===== src/rtl/pcd_defines.svh =====
// How it works
// - Gate pin high lets the divided clock run freely on the main clock pin.
// - Gate low stops main clock at once if low, else at next fall.
// - While gated off the oscillator and prescaler keep running and the divider counter stays cleared.
// - After gate release the first main clock edge follows within one to two periods.
// - Pin role bit 1 makes a low dual-role pin an active-low power-down request.
// - Power-down stops main output, then reference output, then oscillator; outputs float.
// - Power-down stops the oscillator and all reference buffers, whatever the source.
// - Pin role bit 0: dual-role pin picks reference, high internal, low external.
// - Reference output follows the reference mux, ignores gate, stops cleanly in power-down.
// - Reference disable bit 1 keeps reference output off; 0 drives the reference clock.
// - Programmed configuration words are stored in non-volatile memory automatically.
// - Configuration changes only by programming, effective after a later operating power-up.
// - Configuration is two nine-bit words: mode and prescale, and divider value.
// - Reference source bit 1 picks external reference, 0 internal, unless pin overrides.
// - Divider bypass bit 1 routes master clock straight out, ignoring the divisor.
// - Internal source with divider bypassed still passes through the prescaler.
// - Prescale bypass bit 1 skips the prescaler; 0 inserts it.
// - Inserted prescaler divides by four for ratio bit 0, by two for 1.
// - External reference is never prescaled; output is it divided by N or one.
// - Programming power-up takes serial data on main pin; operating power-up reloads it.
// - Divider divides by divisor field plus two, from 2 to 513.
// - Gate pin is sampled on master clock rises and combined with the divider output.
`ifndef PCD_DEFINES_SVH
`define PCD_DEFINES_SVH

// non-volatile word addresses
`define PCD_MODE_WORD_ADDR 1'h0
`define PCD_DIV_WORD_ADDR 1'h1

// mode word field positions
`define PCD_REF_SRC_BIT 0
`define PCD_DIV_BYPASS_BIT 1
`define PCD_PRESCALE_BYPASS_BIT 2
`define PCD_PRESCALE_RATIO_BIT 3
`define PCD_PIN_ROLE_BIT 4
`define PCD_REF_OUT_DISABLE_BIT 5

// factory contents of the non-volatile words
`define PCD_MODE_WORD_RESET 9'h00A
`define PCD_DIV_WORD_RESET 9'h000

// divisor offset and serial frame length
`define PCD_DIVISOR_OFFSET 10'h002
`define PCD_FRAME_BITS 4'hA

`endif


===== src/rtl/pcd_pkg.sv =====
package pcd_pkg;

    // sequencer states
    typedef enum logic [3:0] {
        ST_LOAD_MODE,
        ST_LOAD_DIV,
        ST_LOAD_END,
        ST_RUN,
        ST_PD_OUT,
        ST_PD_REF,
        ST_PD_OSC,
        ST_DOWN,
        ST_PROG
    } pcd_state_t;

    // reference multiplexer selection
    typedef enum logic [1:0] {
        SRC_INT,
        SRC_EXT,
        SRC_NONE
    } pcd_src_t;

endpackage : pcd_pkg


===== src/rtl/pcd_nvm_if.sv =====
interface pcd_nvm_if #(
    parameter int AW = 1,
    parameter int DW = 9
);
    logic we;
    logic [AW-1:0] waddr;
    logic [DW-1:0] wdata;
    logic [AW-1:0] raddr;
    logic [DW-1:0] rdata;

    modport ctl (output we, output waddr, output wdata, output raddr, input rdata);
    modport mem (input we, input waddr, input wdata, input raddr, output rdata);
endinterface : pcd_nvm_if


===== src/rtl/pcd_div.sv =====
`include "pcd_defines.svh"

module pcd_div
    import pcd_pkg::*;
#(
    parameter int NW = 9
) (
    // clock and reset
    input wire logic clk_i,
    input wire logic resetn_i,
    // control
    input wire logic tick_i,
    input wire logic clear_i,
    input wire logic [NW-1:0] n_i,
    // divided clock
    output logic div_o
);
    logic [NW:0] cnt_q, cnt_d;
    logic out_q, out_d;
    logic [NW:0] divisor;

    assign divisor = {1'b0, n_i} + `PCD_DIVISOR_OFFSET;

    // count master clock rises; high for the first half of each divisor period
    always_comb begin
        cnt_d = cnt_q;
        out_d = out_q;
        if (clear_i) begin
            cnt_d = divisor - 10'h001;
            out_d = 1'b0;
        end else if (tick_i) begin
            cnt_d = (cnt_q >= divisor - 10'h001) ? '0 : cnt_q + 10'h001;
            out_d = cnt_d < (divisor >> 1);
        end
    end

    always_ff @(posedge clk_i) begin
        if (!resetn_i) begin
            cnt_q <= '0;
            out_q <= 1'b0;
        end else begin
            cnt_q <= cnt_d;
            out_q <= out_d;
        end
    end

    assign div_o = out_q;
endmodule : pcd_div


===== src/rtl/pcd_nvm.sv =====
`include "pcd_defines.svh"

module pcd_nvm
    import pcd_pkg::*;
#(
    parameter int AW = 1,
    parameter int DW = 9,
    parameter logic [DW-1:0] MODE_INIT = `PCD_MODE_WORD_RESET,
    parameter logic [DW-1:0] DIV_INIT = `PCD_DIV_WORD_RESET
) (
    // clock
    input wire logic clk_i,
    // access port
    pcd_nvm_if.mem port
);
    // factory contents; the array is not touched by reset so it survives power cycles
    logic [DW-1:0] mem_q [2**AW] = '{`PCD_MODE_WORD_ADDR: MODE_INIT, `PCD_DIV_WORD_ADDR: DIV_INIT, default: '0};
    logic [DW-1:0] rdata_q;

    // committed words are stored at once, read data is registered
    always_ff @(posedge clk_i) begin
        if (port.we) begin
            mem_q[port.waddr] <= port.wdata;
        end
        rdata_q <= mem_q[port.raddr];
    end

    assign port.rdata = rdata_q;
endmodule : pcd_nvm


===== src/rtl/pcd_top.sv =====
`include "pcd_defines.svh"

module pcd_top
    import pcd_pkg::*;
#(
    parameter int NW = 9,
    parameter int OSC_HALF = 1,
    parameter logic [NW-1:0] MODE_INIT = `PCD_MODE_WORD_RESET,
    parameter logic [NW-1:0] DIV_INIT = `PCD_DIV_WORD_RESET
) (
    // clock and reset
    input wire logic clk_i,
    input wire logic resetn_i,
    // power-up mode strap, high for programming
    input wire logic prog_mode_i,
    // gate and dual-role pins
    input wire logic output_enable_i,
    input wire logic dual_role_pin_i,
    // external reference or crystal
    input wire logic ext_ref_pin_i,
    output logic crystal_pin_en_o,
    // dual-purpose main clock pin
    input wire logic main_clk_i,
    output logic main_clk_o,
    output logic main_clk_oe_o,
    // reference clock pin
    output logic reference_clock_pin_o,
    output logic reference_clock_pin_oe_o,
    // status
    output logic osc_run_o,
    output logic powered_down_o
);
    localparam int NS = 4;
    localparam int OW = 8;

    // pin synchronisers: three stages, a change counts once stages two and three agree
    logic [NS-1:0] pin_raw;
    logic [NS-1:0] s1_q, s2_q, s3_q, st_q, st_d;

    assign pin_raw = {main_clk_i, ext_ref_pin_i, dual_role_pin_i, output_enable_i};

    for (genvar i = 0; i < NS; i++) begin : g_sync
        always_comb begin
            st_d[i] = (s2_q[i] == s3_q[i]) ? s3_q[i] : st_q[i];
        end
    end

    always_ff @(posedge clk_i) begin
        if (!resetn_i) begin
            s1_q <= 4'h2; // dual-role pin idles high: no false power-down after reset
            s2_q <= 4'h2;
            s3_q <= 4'h2;
            st_q <= 4'h2;
        end else begin
            s1_q <= pin_raw;
            s2_q <= s1_q;
            s3_q <= s2_q;
            st_q <= st_d;
        end
    end

    logic gate_s, dual_s, ext_s, data_s;
    assign gate_s = st_q[0];
    assign dual_s = st_q[1];
    assign ext_s = st_q[2];
    assign data_s = st_q[3];

    // sequencer and configuration state
    pcd_state_t state_q, state_d;
    logic prog_q, prog_d;
    logic [NW-1:0] mode_q, mode_d;
    logic [NW-1:0] ndiv_q, ndiv_d;
    logic osc_on_q, osc_on_d;
    logic mclk_on_q, mclk_on_d;
    logic main_oe_q, main_oe_d;

    // mode word fields; upper three bits are ignored
    logic f_ref_src, f_div_byp, f_pre_byp, f_pre_ratio, f_pin_role, f_ref_dis;
    assign f_ref_src = mode_q[`PCD_REF_SRC_BIT];
    assign f_div_byp = mode_q[`PCD_DIV_BYPASS_BIT];
    assign f_pre_byp = mode_q[`PCD_PRESCALE_BYPASS_BIT];
    assign f_pre_ratio = mode_q[`PCD_PRESCALE_RATIO_BIT];
    assign f_pin_role = mode_q[`PCD_PIN_ROLE_BIT];
    assign f_ref_dis = mode_q[`PCD_REF_OUT_DISABLE_BIT];

    logic running;
    logic pd_req;
    logic want_ext;
    assign running = (state_q == ST_RUN);
    assign pd_req = f_pin_role && !dual_s;
    assign want_ext = f_pin_role ? f_ref_src : !dual_s;

    // on-chip oscillator model: toggles every OSC_HALF clocks while powered
    logic [OW-1:0] osc_cnt_q, osc_cnt_d;
    logic onchip_oscillator_q, onchip_oscillator_d;
    logic osc_rise;

    always_comb begin
        osc_cnt_d = osc_cnt_q;
        onchip_oscillator_d = onchip_oscillator_q;
        if (!osc_on_q) begin
            osc_cnt_d = '0;
            onchip_oscillator_d = 1'b0;
        end else if (osc_cnt_q == OW'(OSC_HALF - 1)) begin
            osc_cnt_d = '0;
            onchip_oscillator_d = !onchip_oscillator_q;
        end else begin
            osc_cnt_d = osc_cnt_q + 8'h01;
        end
    end

    assign osc_rise = onchip_oscillator_d && !onchip_oscillator_q;

    // prescaler on the internal path only: bit 0 halves, bit 1 quarters
    logic [1:0] pre_q, pre_d;
    logic internal_ref_clk;
    logic external_ref_clk;

    always_comb begin
        pre_d = pre_q;
        if (!osc_on_q) begin
            pre_d = '0;
        end else if (osc_rise) begin
            pre_d = pre_q + 2'h1;
        end
    end

    always_comb begin
        if (f_pre_byp) begin
            internal_ref_clk = onchip_oscillator_q;
        end else if (f_pre_ratio) begin
            internal_ref_clk = pre_q[0];
        end else begin
            internal_ref_clk = pre_q[1];
        end
    end

    // external path is the buffered pin level, never prescaled
    assign external_ref_clk = ext_s && osc_on_q;

    always_ff @(posedge clk_i) begin
        if (!resetn_i) begin
            osc_cnt_q <= '0;
            onchip_oscillator_q <= 1'b0;
            pre_q <= '0;
        end else begin
            osc_cnt_q <= osc_cnt_d;
            onchip_oscillator_q <= onchip_oscillator_d;
            pre_q <= pre_d;
        end
    end

    // glitch-free reference mux: leave a source only while it is low, join the next only while it is low
    pcd_src_t src_q, src_d;
    logic mux_out, mclk, mclk_prev_q, mclk_rise;

    always_comb begin
        src_d = src_q;
        unique case (src_q)
            SRC_INT: begin
                if (want_ext && !internal_ref_clk) begin
                    src_d = SRC_NONE;
                end
            end
            SRC_EXT: begin
                if (!want_ext && !external_ref_clk) begin
                    src_d = SRC_NONE;
                end
            end
            SRC_NONE: begin
                if (want_ext && !external_ref_clk) begin
                    src_d = SRC_EXT;
                end else if (!want_ext && !internal_ref_clk) begin
                    src_d = SRC_INT;
                end
            end
            default: src_d = SRC_NONE;
        endcase
    end

    always_comb begin
        unique case (src_q)
            SRC_INT: mux_out = internal_ref_clk;
            SRC_EXT: mux_out = external_ref_clk;
            default: mux_out = 1'b0;
        endcase
    end

    assign mclk = mux_out && mclk_on_q;
    assign mclk_rise = mclk && !mclk_prev_q;

    // gate sampled on master clock rises, output enable waits for a low level
    logic gate_q, gate_d;
    logic en_q, en_d;
    logic div_out, src_out;
    logic main_q, main_d;
    logic ref_q, ref_d;

    always_comb begin
        gate_d = gate_q;
        if (!running) begin
            gate_d = 1'b0;
        end else if (mclk_rise) begin
            gate_d = gate_s;
        end
    end

    assign src_out = f_div_byp ? mclk : div_out;

    always_comb begin
        en_d = en_q;
        if (gate_q && !src_out) begin
            en_d = 1'b1;
        end else if (!gate_q && !main_q) begin
            en_d = 1'b0;
        end
    end

    always_comb begin
        main_d = src_out && en_q;
        ref_d = mclk && !f_ref_dis;
    end

    pcd_div #(
        .NW(NW)
    ) u_div (
        .clk_i(clk_i),
        .resetn_i(resetn_i),
        .tick_i(mclk_rise),
        .clear_i(!en_q),
        .n_i(ndiv_q),
        .div_o(div_out)
    );

    always_ff @(posedge clk_i) begin
        if (!resetn_i) begin
            src_q <= SRC_INT;
            mclk_prev_q <= 1'b0;
            gate_q <= 1'b0;
            en_q <= 1'b0;
            main_q <= 1'b0;
            ref_q <= 1'b0;
        end else begin
            src_q <= src_d;
            mclk_prev_q <= mclk;
            gate_q <= gate_d;
            en_q <= en_d;
            main_q <= main_d;
            ref_q <= ref_d;
        end
    end

    // serial programming: the dual-role pin clocks in an address bit then nine data bits
    logic [3:0] bit_cnt_q, bit_cnt_d;
    logic [NW:0] shift_q, shift_d;
    logic dual_prev_q;
    logic sclk_rise;
    logic commit;

    assign sclk_rise = dual_s && !dual_prev_q;

    always_comb begin
        bit_cnt_d = bit_cnt_q;
        shift_d = shift_q;
        commit = 1'b0;
        if (state_q == ST_PROG && sclk_rise) begin
            shift_d = {shift_q[NW-1:0], data_s};
            if (bit_cnt_q == `PCD_FRAME_BITS - 4'h1) begin
                bit_cnt_d = '0;
                commit = 1'b1;
            end else begin
                bit_cnt_d = bit_cnt_q + 4'h1;
            end
        end
    end

    // non-volatile words are reachable only through the serial port and the power-up load
    pcd_nvm_if #(.AW(1), .DW(NW)) nvm ();

    assign nvm.we = commit;
    assign nvm.waddr = shift_d[NW];
    assign nvm.wdata = shift_d[NW-1:0];
    assign nvm.raddr = (state_q == ST_LOAD_MODE) ? `PCD_MODE_WORD_ADDR : `PCD_DIV_WORD_ADDR;

    pcd_nvm #(
        .AW(1),
        .DW(NW),
        .MODE_INIT(MODE_INIT),
        .DIV_INIT(DIV_INIT)
    ) u_nvm (
        .clk_i(clk_i),
        .port(nvm)
    );

    // power-up load, power-down sequence and programming mode
    always_comb begin
        state_d = state_q;
        prog_d = prog_q;
        mode_d = mode_q;
        ndiv_d = ndiv_q;
        osc_on_d = osc_on_q;
        mclk_on_d = mclk_on_q;
        main_oe_d = main_oe_q;
        unique case (state_q)
            ST_LOAD_MODE: begin
                prog_d = prog_mode_i;
                state_d = ST_LOAD_DIV;
            end
            ST_LOAD_DIV: begin
                mode_d = nvm.rdata;
                state_d = ST_LOAD_END;
            end
            ST_LOAD_END: begin
                ndiv_d = nvm.rdata;
                if (prog_q) begin
                    state_d = ST_PROG;
                end else begin
                    osc_on_d = 1'b1;
                    mclk_on_d = 1'b1;
                    main_oe_d = 1'b1;
                    state_d = ST_RUN;
                end
            end
            ST_RUN: begin
                if (pd_req) begin
                    state_d = ST_PD_OUT;
                end
            end
            ST_PD_OUT: begin
                if (!en_q && !main_q) begin
                    main_oe_d = 1'b0;
                    state_d = ST_PD_REF;
                end
            end
            ST_PD_REF: begin
                if (!mclk) begin
                    mclk_on_d = 1'b0;
                    state_d = ST_PD_OSC;
                end
            end
            ST_PD_OSC: begin
                osc_on_d = 1'b0;
                state_d = ST_DOWN;
            end
            ST_DOWN: begin
                if (!pd_req) begin
                    osc_on_d = 1'b1;
                    mclk_on_d = 1'b1;
                    main_oe_d = 1'b1;
                    state_d = ST_RUN;
                end
            end
            ST_PROG: begin
                state_d = ST_PROG;
            end
            default: state_d = ST_LOAD_MODE;
        endcase
    end

    always_ff @(posedge clk_i) begin
        if (!resetn_i) begin
            state_q <= ST_LOAD_MODE;
            prog_q <= 1'b0;
            mode_q <= '0;
            ndiv_q <= '0;
            osc_on_q <= 1'b0;
            mclk_on_q <= 1'b0;
            main_oe_q <= 1'b0;
            bit_cnt_q <= '0;
            shift_q <= '0;
            dual_prev_q <= 1'b1;
        end else begin
            state_q <= state_d;
            prog_q <= prog_d;
            mode_q <= mode_d;
            ndiv_q <= ndiv_d;
            osc_on_q <= osc_on_d;
            mclk_on_q <= mclk_on_d;
            main_oe_q <= main_oe_d;
            bit_cnt_q <= bit_cnt_d;
            shift_q <= shift_d;
            dual_prev_q <= dual_s;
        end
    end

    // pin drivers
    assign main_clk_o = main_q;
    assign main_clk_oe_o = main_oe_q;
    assign reference_clock_pin_o = ref_q;
    assign reference_clock_pin_oe_o = mclk_on_q && !f_ref_dis;
    assign crystal_pin_en_o = osc_on_q;
    assign osc_run_o = osc_on_q;
    assign powered_down_o = (state_q == ST_DOWN);
endmodule : pcd_top


===== config.mk =====
export PLATFORM = sky130hd
export DESIGN_NAME = pcd_top
export DESIGN_NICKNAME = d
export VERILOG_FILES = /design/src/rtl/pcd_pkg.sv /design/src/rtl/pcd_nvm_if.sv /design/src/rtl/pcd_div.sv /design/src/rtl/pcd_nvm.sv /design/src/rtl/pcd_top.sv
export VERILOG_INCLUDE_DIRS = /design/src /design/src/rtl
export SDC_FILE = /design/constraint.sdc
export NUM_CORES = 1
export LEC_CHECK = 0
export BUFFER_PORTS_ARGS = -buffer_cell sky130_fd_sc_hd__buf_2
export CORE_ASPECT_RATIO = 0.5
export CORE_MARGIN = 2
export CORE_UTILIZATION = 60
export CTS_CLUSTER_DIAMETER = 60
export DETAILED_ROUTE_END_ITERATION = 12
export GPL_ROUTABILITY_DRIVEN = 0
export MAX_ROUTING_LAYER = met4
export PLACE_DENSITY = 0.79
export SLEW_MARGIN = 20
export SYNTH_ARGS = -nofsm -noshare
export SYNTH_HDL_FRONTEND = slang
export SYNTH_HIERARCHICAL = 1
export SYNTH_SLANG_ARGS = --single-unit

===== constraint.sdc =====
create_clock -name clk_i -period 5.2 [get_ports clk_i]
set_input_delay 0.52 -clock clk_i [delete_from_list [all_inputs] [get_ports clk_i]]
set_output_delay 0.52 -clock clk_i [all_outputs]
set_load 0.01 [all_outputs]

* Word-level counts from Yosys, hierarchy flattened
Memories as Yosys holds them, arrays and structs flattened. A register that Yosys moved wholly into a read port is not among the register bits.
Cells that the tools add are included.
** Operators by class
- Add/subtract/negate cells :: 6
- Order comparisons :: 2
- Equal/unequal tests :: 24
- Muxes and demuxes :: 37
- Bitwise operators :: 2
- Reductions and logical operators :: 45
** Operator list (count)
- 2-to-1 mux 10 bit :: 4
- one-hot mux 4 bit (9 select lines) :: 1
- 2-to-1 mux 4 bit :: 6
- logical AND 1 bit :: 17
- 2-to-1 mux 1 bit :: 17
- equality test 4 x 3 -> 1 bit (second input constant) :: 4
- inequality test 2 bit (second input constant) :: 7
- logical NOT 1 bit :: 12
- AND reduction 4 bit :: 3
- adder 10 x 1 -> 10 bit (second input constant) :: 1
- adder 9 x 2 -> 10 bit (second input constant) :: 1
- >= comparator 10 bit :: 1
- less-than comparator 10 x 9 -> 1 bit :: 1
- subtractor 10 x 1 -> 10 bit (second input constant) :: 1
- one-hot mux 1 bit (3 select lines) :: 3
- nonzero test 3 bit :: 3
- adder 8 x 1 -> 8 bit (second input constant) :: 1
- equality test 4 x 2 -> 1 bit (second input constant) :: 2
- equality test 4 bit (second input constant) :: 2
- logical NOT 8 bit :: 1
- 2-to-1 mux 2 bit :: 4
- one-hot mux 2 bit (3 select lines) :: 1
- AND reduction 2 bit :: 3
- AND reduction 3 bit :: 2
- other kinds (14) :: 18
** Storage, ports and cells
- Bits in registers :: 83
- Bits in writable memories :: 18
- Input port bits :: 7
- Output and inout port bits :: 7
- Word-level logic and storage cells :: 145
- Memories :: 1
** Memories
- u_nvm.mem_q :: words 2, width 9, read ports 1, clocked after memory_dff 1, write ports 1, RTL line pcd_nvm.sv:17 : logic [DW-1:0] mem_q [2**AW] = '{`PCD_MODE_WORD_ADDR: MODE_INIT, `PCD_DIV_WORD_ADDR: DIV_INIT, default: '0};

* Longest topological paths before layout
- Depth after elaboration :: 8
- Depth in mapped cells :: 20
- Depth with buffers taken out :: 17

* By module
Netlist, hierarchy kept.
** By module, submodules not included
- pcd_top :: times used 1, cells each 314, area an instance 2970.3 µm², sequential area each 1441.4 µm²
- pcd_div :: times used 1, cells each 206, area an instance 1576.5 µm², sequential area each 220.2 µm²
- pcd_nvm :: times used 1, cells each 39, area an instance 879.6 µm², sequential area each 720.7 µm²

* Worst setup path before layout
OpenSTA, ideal clock, no wires.
- Path kind :: reg2reg
- From :: register ndiv_q[1]
- To :: register u_div.out_q (netlist: u_div/div_o)
- Library setup time :: 0.059 ns
- Arrival time :: 3.635 ns
- Required time :: 5.141 ns
- Slack :: 1.506 ns
- Stages on the path, launching flop included :: 17
- Buffers on the path :: 2
- Clock period less this slack :: 3.694 ns
- Cells stage by stage :: dfxtp_1 -> ha_1 -> buf_6 -> xnor2_1 -> a31oi_1 -> or4_1 -> mux2_2 -> ha_1 -> nand4_1 -> o21ai_1 -> clkbuf_1 -> nor2_1 -> ha_1 -> a21o_1 -> a221oi_1 -> o221ai_1 -> nand2_1
** On the way
- Cells in the longest elaborated chain, start to end :: 5
** Ends and longest elaborated chain
- start, declared :: RTL line pcd_top.sv:72 : logic [NW-1:0] ndiv_q, ndiv_d;
- start signal, assigned :: RTL line pcd_top.sv:376 : ndiv_q <= ndiv_d;
- adder 9 x 2 -> 10 bit (no line) (*)
- subtractor 10 x 1 -> 10 bit :: RTL line pcd_div.sv:32 : cnt_d = (cnt_q >= divisor - 10'h001) ? '0 : cnt_q + 10'h001;
- >= comparator 10 bit :: RTL line pcd_div.sv:32
- 2-to-1 mux 10 bit :: RTL line pcd_div.sv:32
- less-than comparator 10 x 9 -> 1 bit (*) :: RTL line pcd_div.sv:33 : out_d = cnt_d < (divisor >> 1);
- end signal, assigned :: RTL line pcd_div.sv:43 : out_q <= out_d;
- end, declared :: RTL line pcd_div.sv:19 : logic out_q, out_d;
Mark *: on every way between the ends. The rest lies on a longest branch, timed or not.
A chain may end at the register's enable or synchronous reset.

* Worst setup path after layout
Ends and elaborated chain as after synthesis.

==> qor.txt <==
=====================================================================================
Worst hold path cell count                                                          2
Skew-Pair Late Insertion Delay                                                0.34 ns
Root Buffer                                                              sky130_fd_sc_hd__clkbuf_16
Delay of the slowest cell on the worst path                                   0.74 ns
Final standard cell utilization of the core                                     66.6%
Area growth from synthesis to final layout                                      7.22%
Vias after detailed routing                                                      3898
Power density cells                                                       379 nW/um^2
Number of enable-type register cells in the synthesized netlist                    18
Clock-pin slew of the registers on the worst-case setup and hold paths        0.07 ns
Number of register bits inferred by synthesis                                     110
Data arrival, critical path                                                   4.60 ns
Row cnt                                                                            24
Count of buffer and inverter cells on the critical path                             0
Post-route cell area                                                        5820 um^2
Mapped Avg Cell Area                                                        9.71 um^2
Post-Layout Cell Count                                                            681
Port Buffers                                                                       13
Residual DRC count                                                                  0
Highest Clock Rate                                                            232 MHz
Wire length on met1                                                           4.81 mm
Required time at the worst-slack endpoint                                     5.49 ns
Number of antenna violations at the first check in global routing                   0
Initial cell density of the core                                                62.1%
Kind of start point of the critical path                                    flip-flop
Placed cell count                                                                 665
Syn Inst Count                                                                    559
Number of H-tree levels                                                             3
Endpoints failing hold                                                              0
Endpoint class of the critical path                                         flip-flop
Slew margin rel.                                                                32.3%
Antenna Nets Post-Route                                                             0
Placed wire-length estimate                                                   6.93 mm
Total length of routed met3 wires                                              355 um
Synthesis Warnings                                                                  6
Setup total negative slack                                                       0 ns
Die width                                                                      138 um
Routed WL                                                                     9.88 mm
Post-route minimum period                                                     4.32 ns
Total placed instance area                                                  5500 um^2
Die footprint                                                               9870 um^2
Number of nets in the layout                                                      590
Portion of total power attributed to combinational logic                        22.9%
Syn_nets                                                                          590
Peak supply drop                                                             0.193 mV
Int Pwr                                                                       1530 uW
Most used DFF post-synth                                                 sky130_fd_sc_hd__dfxtp_1
Pre-CTS setup slack                                                          0.942 ns
Met2 wire length                                                              4.66 mm
Max-cap violation count                                                             0
Area of the mapped netlist                                                  5430 um^2
Critical Setup Path Class                                                flip-flop to flip-flop
Count of endpoints failing setup in the final report                                0
Number of max-slew violations in the final report                                   0
Remaining global-route overflow                                                     0
Ratio of cells with drive above 1 in the final layout                           11.3%
Slowest cell on the critical path                                        sky130_fd_sc_hd__o21ai_1
Result of the run                                                        finished, final reports clean
Filler cell count                                                                 682
Max clock buf depth                                                                 2
CP cell instances                                                        ha_1, xnor2_1, a31oi_1, or4_1, mux2_2, ha_1, nand4_1, o21ai_1, nor2_1, ha_1, a21o_1, a21o_1, a21oi_1, o221ai_1, nand2_1
Share of flip-flops with an asynchronous set or reset                              0%
Die Ht                                                                        71.2 um
Highest metal layer used by the detailed router                                  met4
First-pass GRT wire length                                                    16.8 mm
Sw Share                                                                        30.7%
Proportion of power drawn by the clock network                                  32.2%
Sequential group share of total power                                           44.9%
Setup repair after global routing missed its margin                             false
Post-CTS setup buffer count                                                         0
Crit path max-delay family                                               compound AO/OA/AOI/OAI gates
Num CTS Buffers                                                                     9
Pin count of the biggest net entering global routing                               78
Total routing resource utilization after global routing                         21.6%
Worst r2r path cells                                                               15
Leakage dissipation                                                        0.00233 uW
Final period utilization                                                        83.0%
Most used cell along the critical path                                   sky130_fd_sc_hd__ha_1
Cell depth of the worst setup path                                                 15
Length of the first detailed-routing pass in iterations                             4
Diode count                                                                         0
TritonCTS clock tree                                                              yes
I/O pin total                                                                      14
First DRT Iteration DRCs                                                          213
Average wire per cell in the routed design                                    14.5 um
Sinks on Clock Net                                                                110
Sequential area share after synthesis                                           43.9%
Number of global-route vias before repair                                        3687
Worst setup slack after layout                                               0.885 ns
Cts hold-fix bufs                                                                   0
Worst-margin pin slew                                                         1.01 ns
Count of instances resized after the clock tree is built                            0
Min-delay worst type                                                     input pin to flip-flop
Netlist cell types                                                                 67
Area inside the core boundary                                               8740 um^2
Setup skew after layout                                                    0.00588 ns
Mean number of vias per cell                                                     5.72
Worst-path maximum fanout                                                          14
Sw Pwr                                                                         677 uW
=====================================================================================
==> per-stage QoR <==
step / total power (uW) / hold slack [ns]
after global placement: 1500 / 0.390
after global routing: 2320 / 0.356
after floorplan: 1400 / 0.386
after CTS: 2220 / 0.342
after detailed placement: 1510 / 0.398
final: 2210 / 0.354
==> sequential cells by signal, indices dropped and copies added (netlist names), 4 cells and up <==
signal	count
s2_q	4
osc_cnt_q	8
u_div/cnt_q	10
shift_q	10
s3_q	4
state_q	4
st_q	4
u_nvm/mem_q	18
bit_cnt_q	4
s1_q	4
ndiv_q	9
u_nvm/port.rdata	9
mode_q	6
==> Yosys cell counts, drive strengths merged, types with 2 or more instances <==
| master | instances | area share [%] |
|---|---|---|
| a211o | 3 | 0.48 |
| a211oi | 5 | 0.69 |
| a21boi | 14 | 1.9 |
| a21o | 8 | 1.1 |
| a21oi | 22 | 2.0 |
| a221oi | 2 | 0.32 |
| a31oi | 7 | 0.81 |
| a41o | 2 | 0.37 |
| a41oi | 2 | 0.32 |
| and2 | 25 | 2.9 |
| and3 | 10 | 1.3 |
| and4 | 2 | 0.35 |
| buf | 11 | 1.8 |
| clkbuf | 16 | 1.1 |
| dfxtp | 92 | 34 |
| edfxtp | 18 | 10 |
| ha | 24 | 5.5 |
| inv | 16 | 1.1 |
| mux2 | 20 | 4.8 |
| mux2i | 11 | 2.0 |
| nand2 | 57 | 3.9 |
| nand2b | 10 | 1.2 |
| nand3 | 28 | 2.6 |
| nand3b | 2 | 0.28 |
| nand4 | 4 | 0.46 |
| nand4b | 2 | 0.32 |
| nor2 | 35 | 2.4 |
| nor2b | 17 | 2.0 |
| nor3 | 8 | 0.92 |
| nor4b | 4 | 0.76 |
| o211a | 2 | 0.37 |
| o211ai | 4 | 0.55 |
| o21a | 3 | 0.42 |
| o21ai | 10 | 0.92 |
| o311a | 3 | 0.55 |
| o31a | 3 | 0.48 |
| or2 | 2 | 0.23 |
| or3 | 5 | 0.67 |
| or4 | 4 | 0.55 |
| xnor2 | 13 | 2.1 |
| xor2 | 18 | 2.9 |
==> final cells by class <==
cell class,count,area [um^2],share of cell area [%]
clock buffers,10,239,4.11
inverters,16,60.1,1.03
flip-flops and latches,110,2380,40.9
well taps,117,146,2.52
repair buffers,16,87.6,1.51
clock inverters,6,78.8,1.35
multi-input cells,406,2820,48.5
==> worst paths after layout <==
path	start	to	slack [ns]
setup / recovery	ndiv_q[1]$_SDFFE_PN0N_	u_div/div_o$_SDFFE_PP0P_	0.88
hold / removal	dual_role_pin_i	s1_q[1]$_SDFF_PN1_	0.35
setup reg to reg	ndiv_q[1]$_SDFFE_PN0N_	u_div/div_o$_SDFFE_PP0P_	0.88
hold reg to reg	s1_q[1]$_SDFF_PN1_	s2_q[1]$_SDFF_PN1_	0.42
==> power groups by stage <==
stage	clock [uW]	combinational, uW	sequential (uW)
after detailed placement	0	499	1010
after global placement	0	490	1010
after CTS	729	501	990
after floorplan	0	424	978
after global routing	761	558	1000
final	710	505	991
==> cell families after synthesis <==
kind of cell	after synthesis	share of synthesized area (%)
buffers and inverters	43	4.06
multiplexers	31	6.80
XOR/XNOR	31	5.00
flip-flops	110	43.9
adder cells (fa/ha/maj)	24	5.53
AO/OA/AOI/OAI	100	13.1
AND/OR/NAND/NOR	220	21.6
==> layout by cell type, fill, tap and decap left out, types with 4 or more instances in the layout <==
master                      instances
sky130_fd_sc_hd__nand2_1           57
sky130_fd_sc_hd__clkbuf_16          9
sky130_fd_sc_hd__nor2b_1           17
sky130_fd_sc_hd__and2_1            25
sky130_fd_sc_hd__buf_2             13
sky130_fd_sc_hd__nand4_1            4
sky130_fd_sc_hd__a21oi_1           22
sky130_fd_sc_hd__a31oi_1            7
sky130_fd_sc_hd__mux2_4             9
sky130_fd_sc_hd__a21o_1             8
sky130_fd_sc_hd__o21ai_0            8
sky130_fd_sc_hd__inv_1             16
sky130_fd_sc_hd__xor2_1            18
sky130_fd_sc_hd__or4_1              4
sky130_fd_sc_hd__nand2b_1          10
sky130_fd_sc_hd__edfxtp_1          18
sky130_fd_sc_hd__nor3_1             6
sky130_fd_sc_hd__nor2_1            35
sky130_fd_sc_hd__o211ai_1           4
sky130_fd_sc_hd__or3_1              4
sky130_fd_sc_hd__ha_1              24
sky130_fd_sc_hd__and3_1             8
sky130_fd_sc_hd__nand3_1           28
sky130_fd_sc_hd__mux2_2            11
sky130_fd_sc_hd__xnor2_1           13
sky130_fd_sc_hd__a21boi_0          13
sky130_fd_sc_hd__dfxtp_1           92
sky130_fd_sc_hd__mux2i_1           11
sky130_fd_sc_hd__a211oi_1           5
==> per-layer routing <==
metal  track usage [%]  vias to the layer above
li1                  -                     1983
met1              26.1                     1841
met2              37.0                       68
met3              4.95                        6
met4              6.24                        0
met5                 -                        -
(Power assumes the default switching activity.)
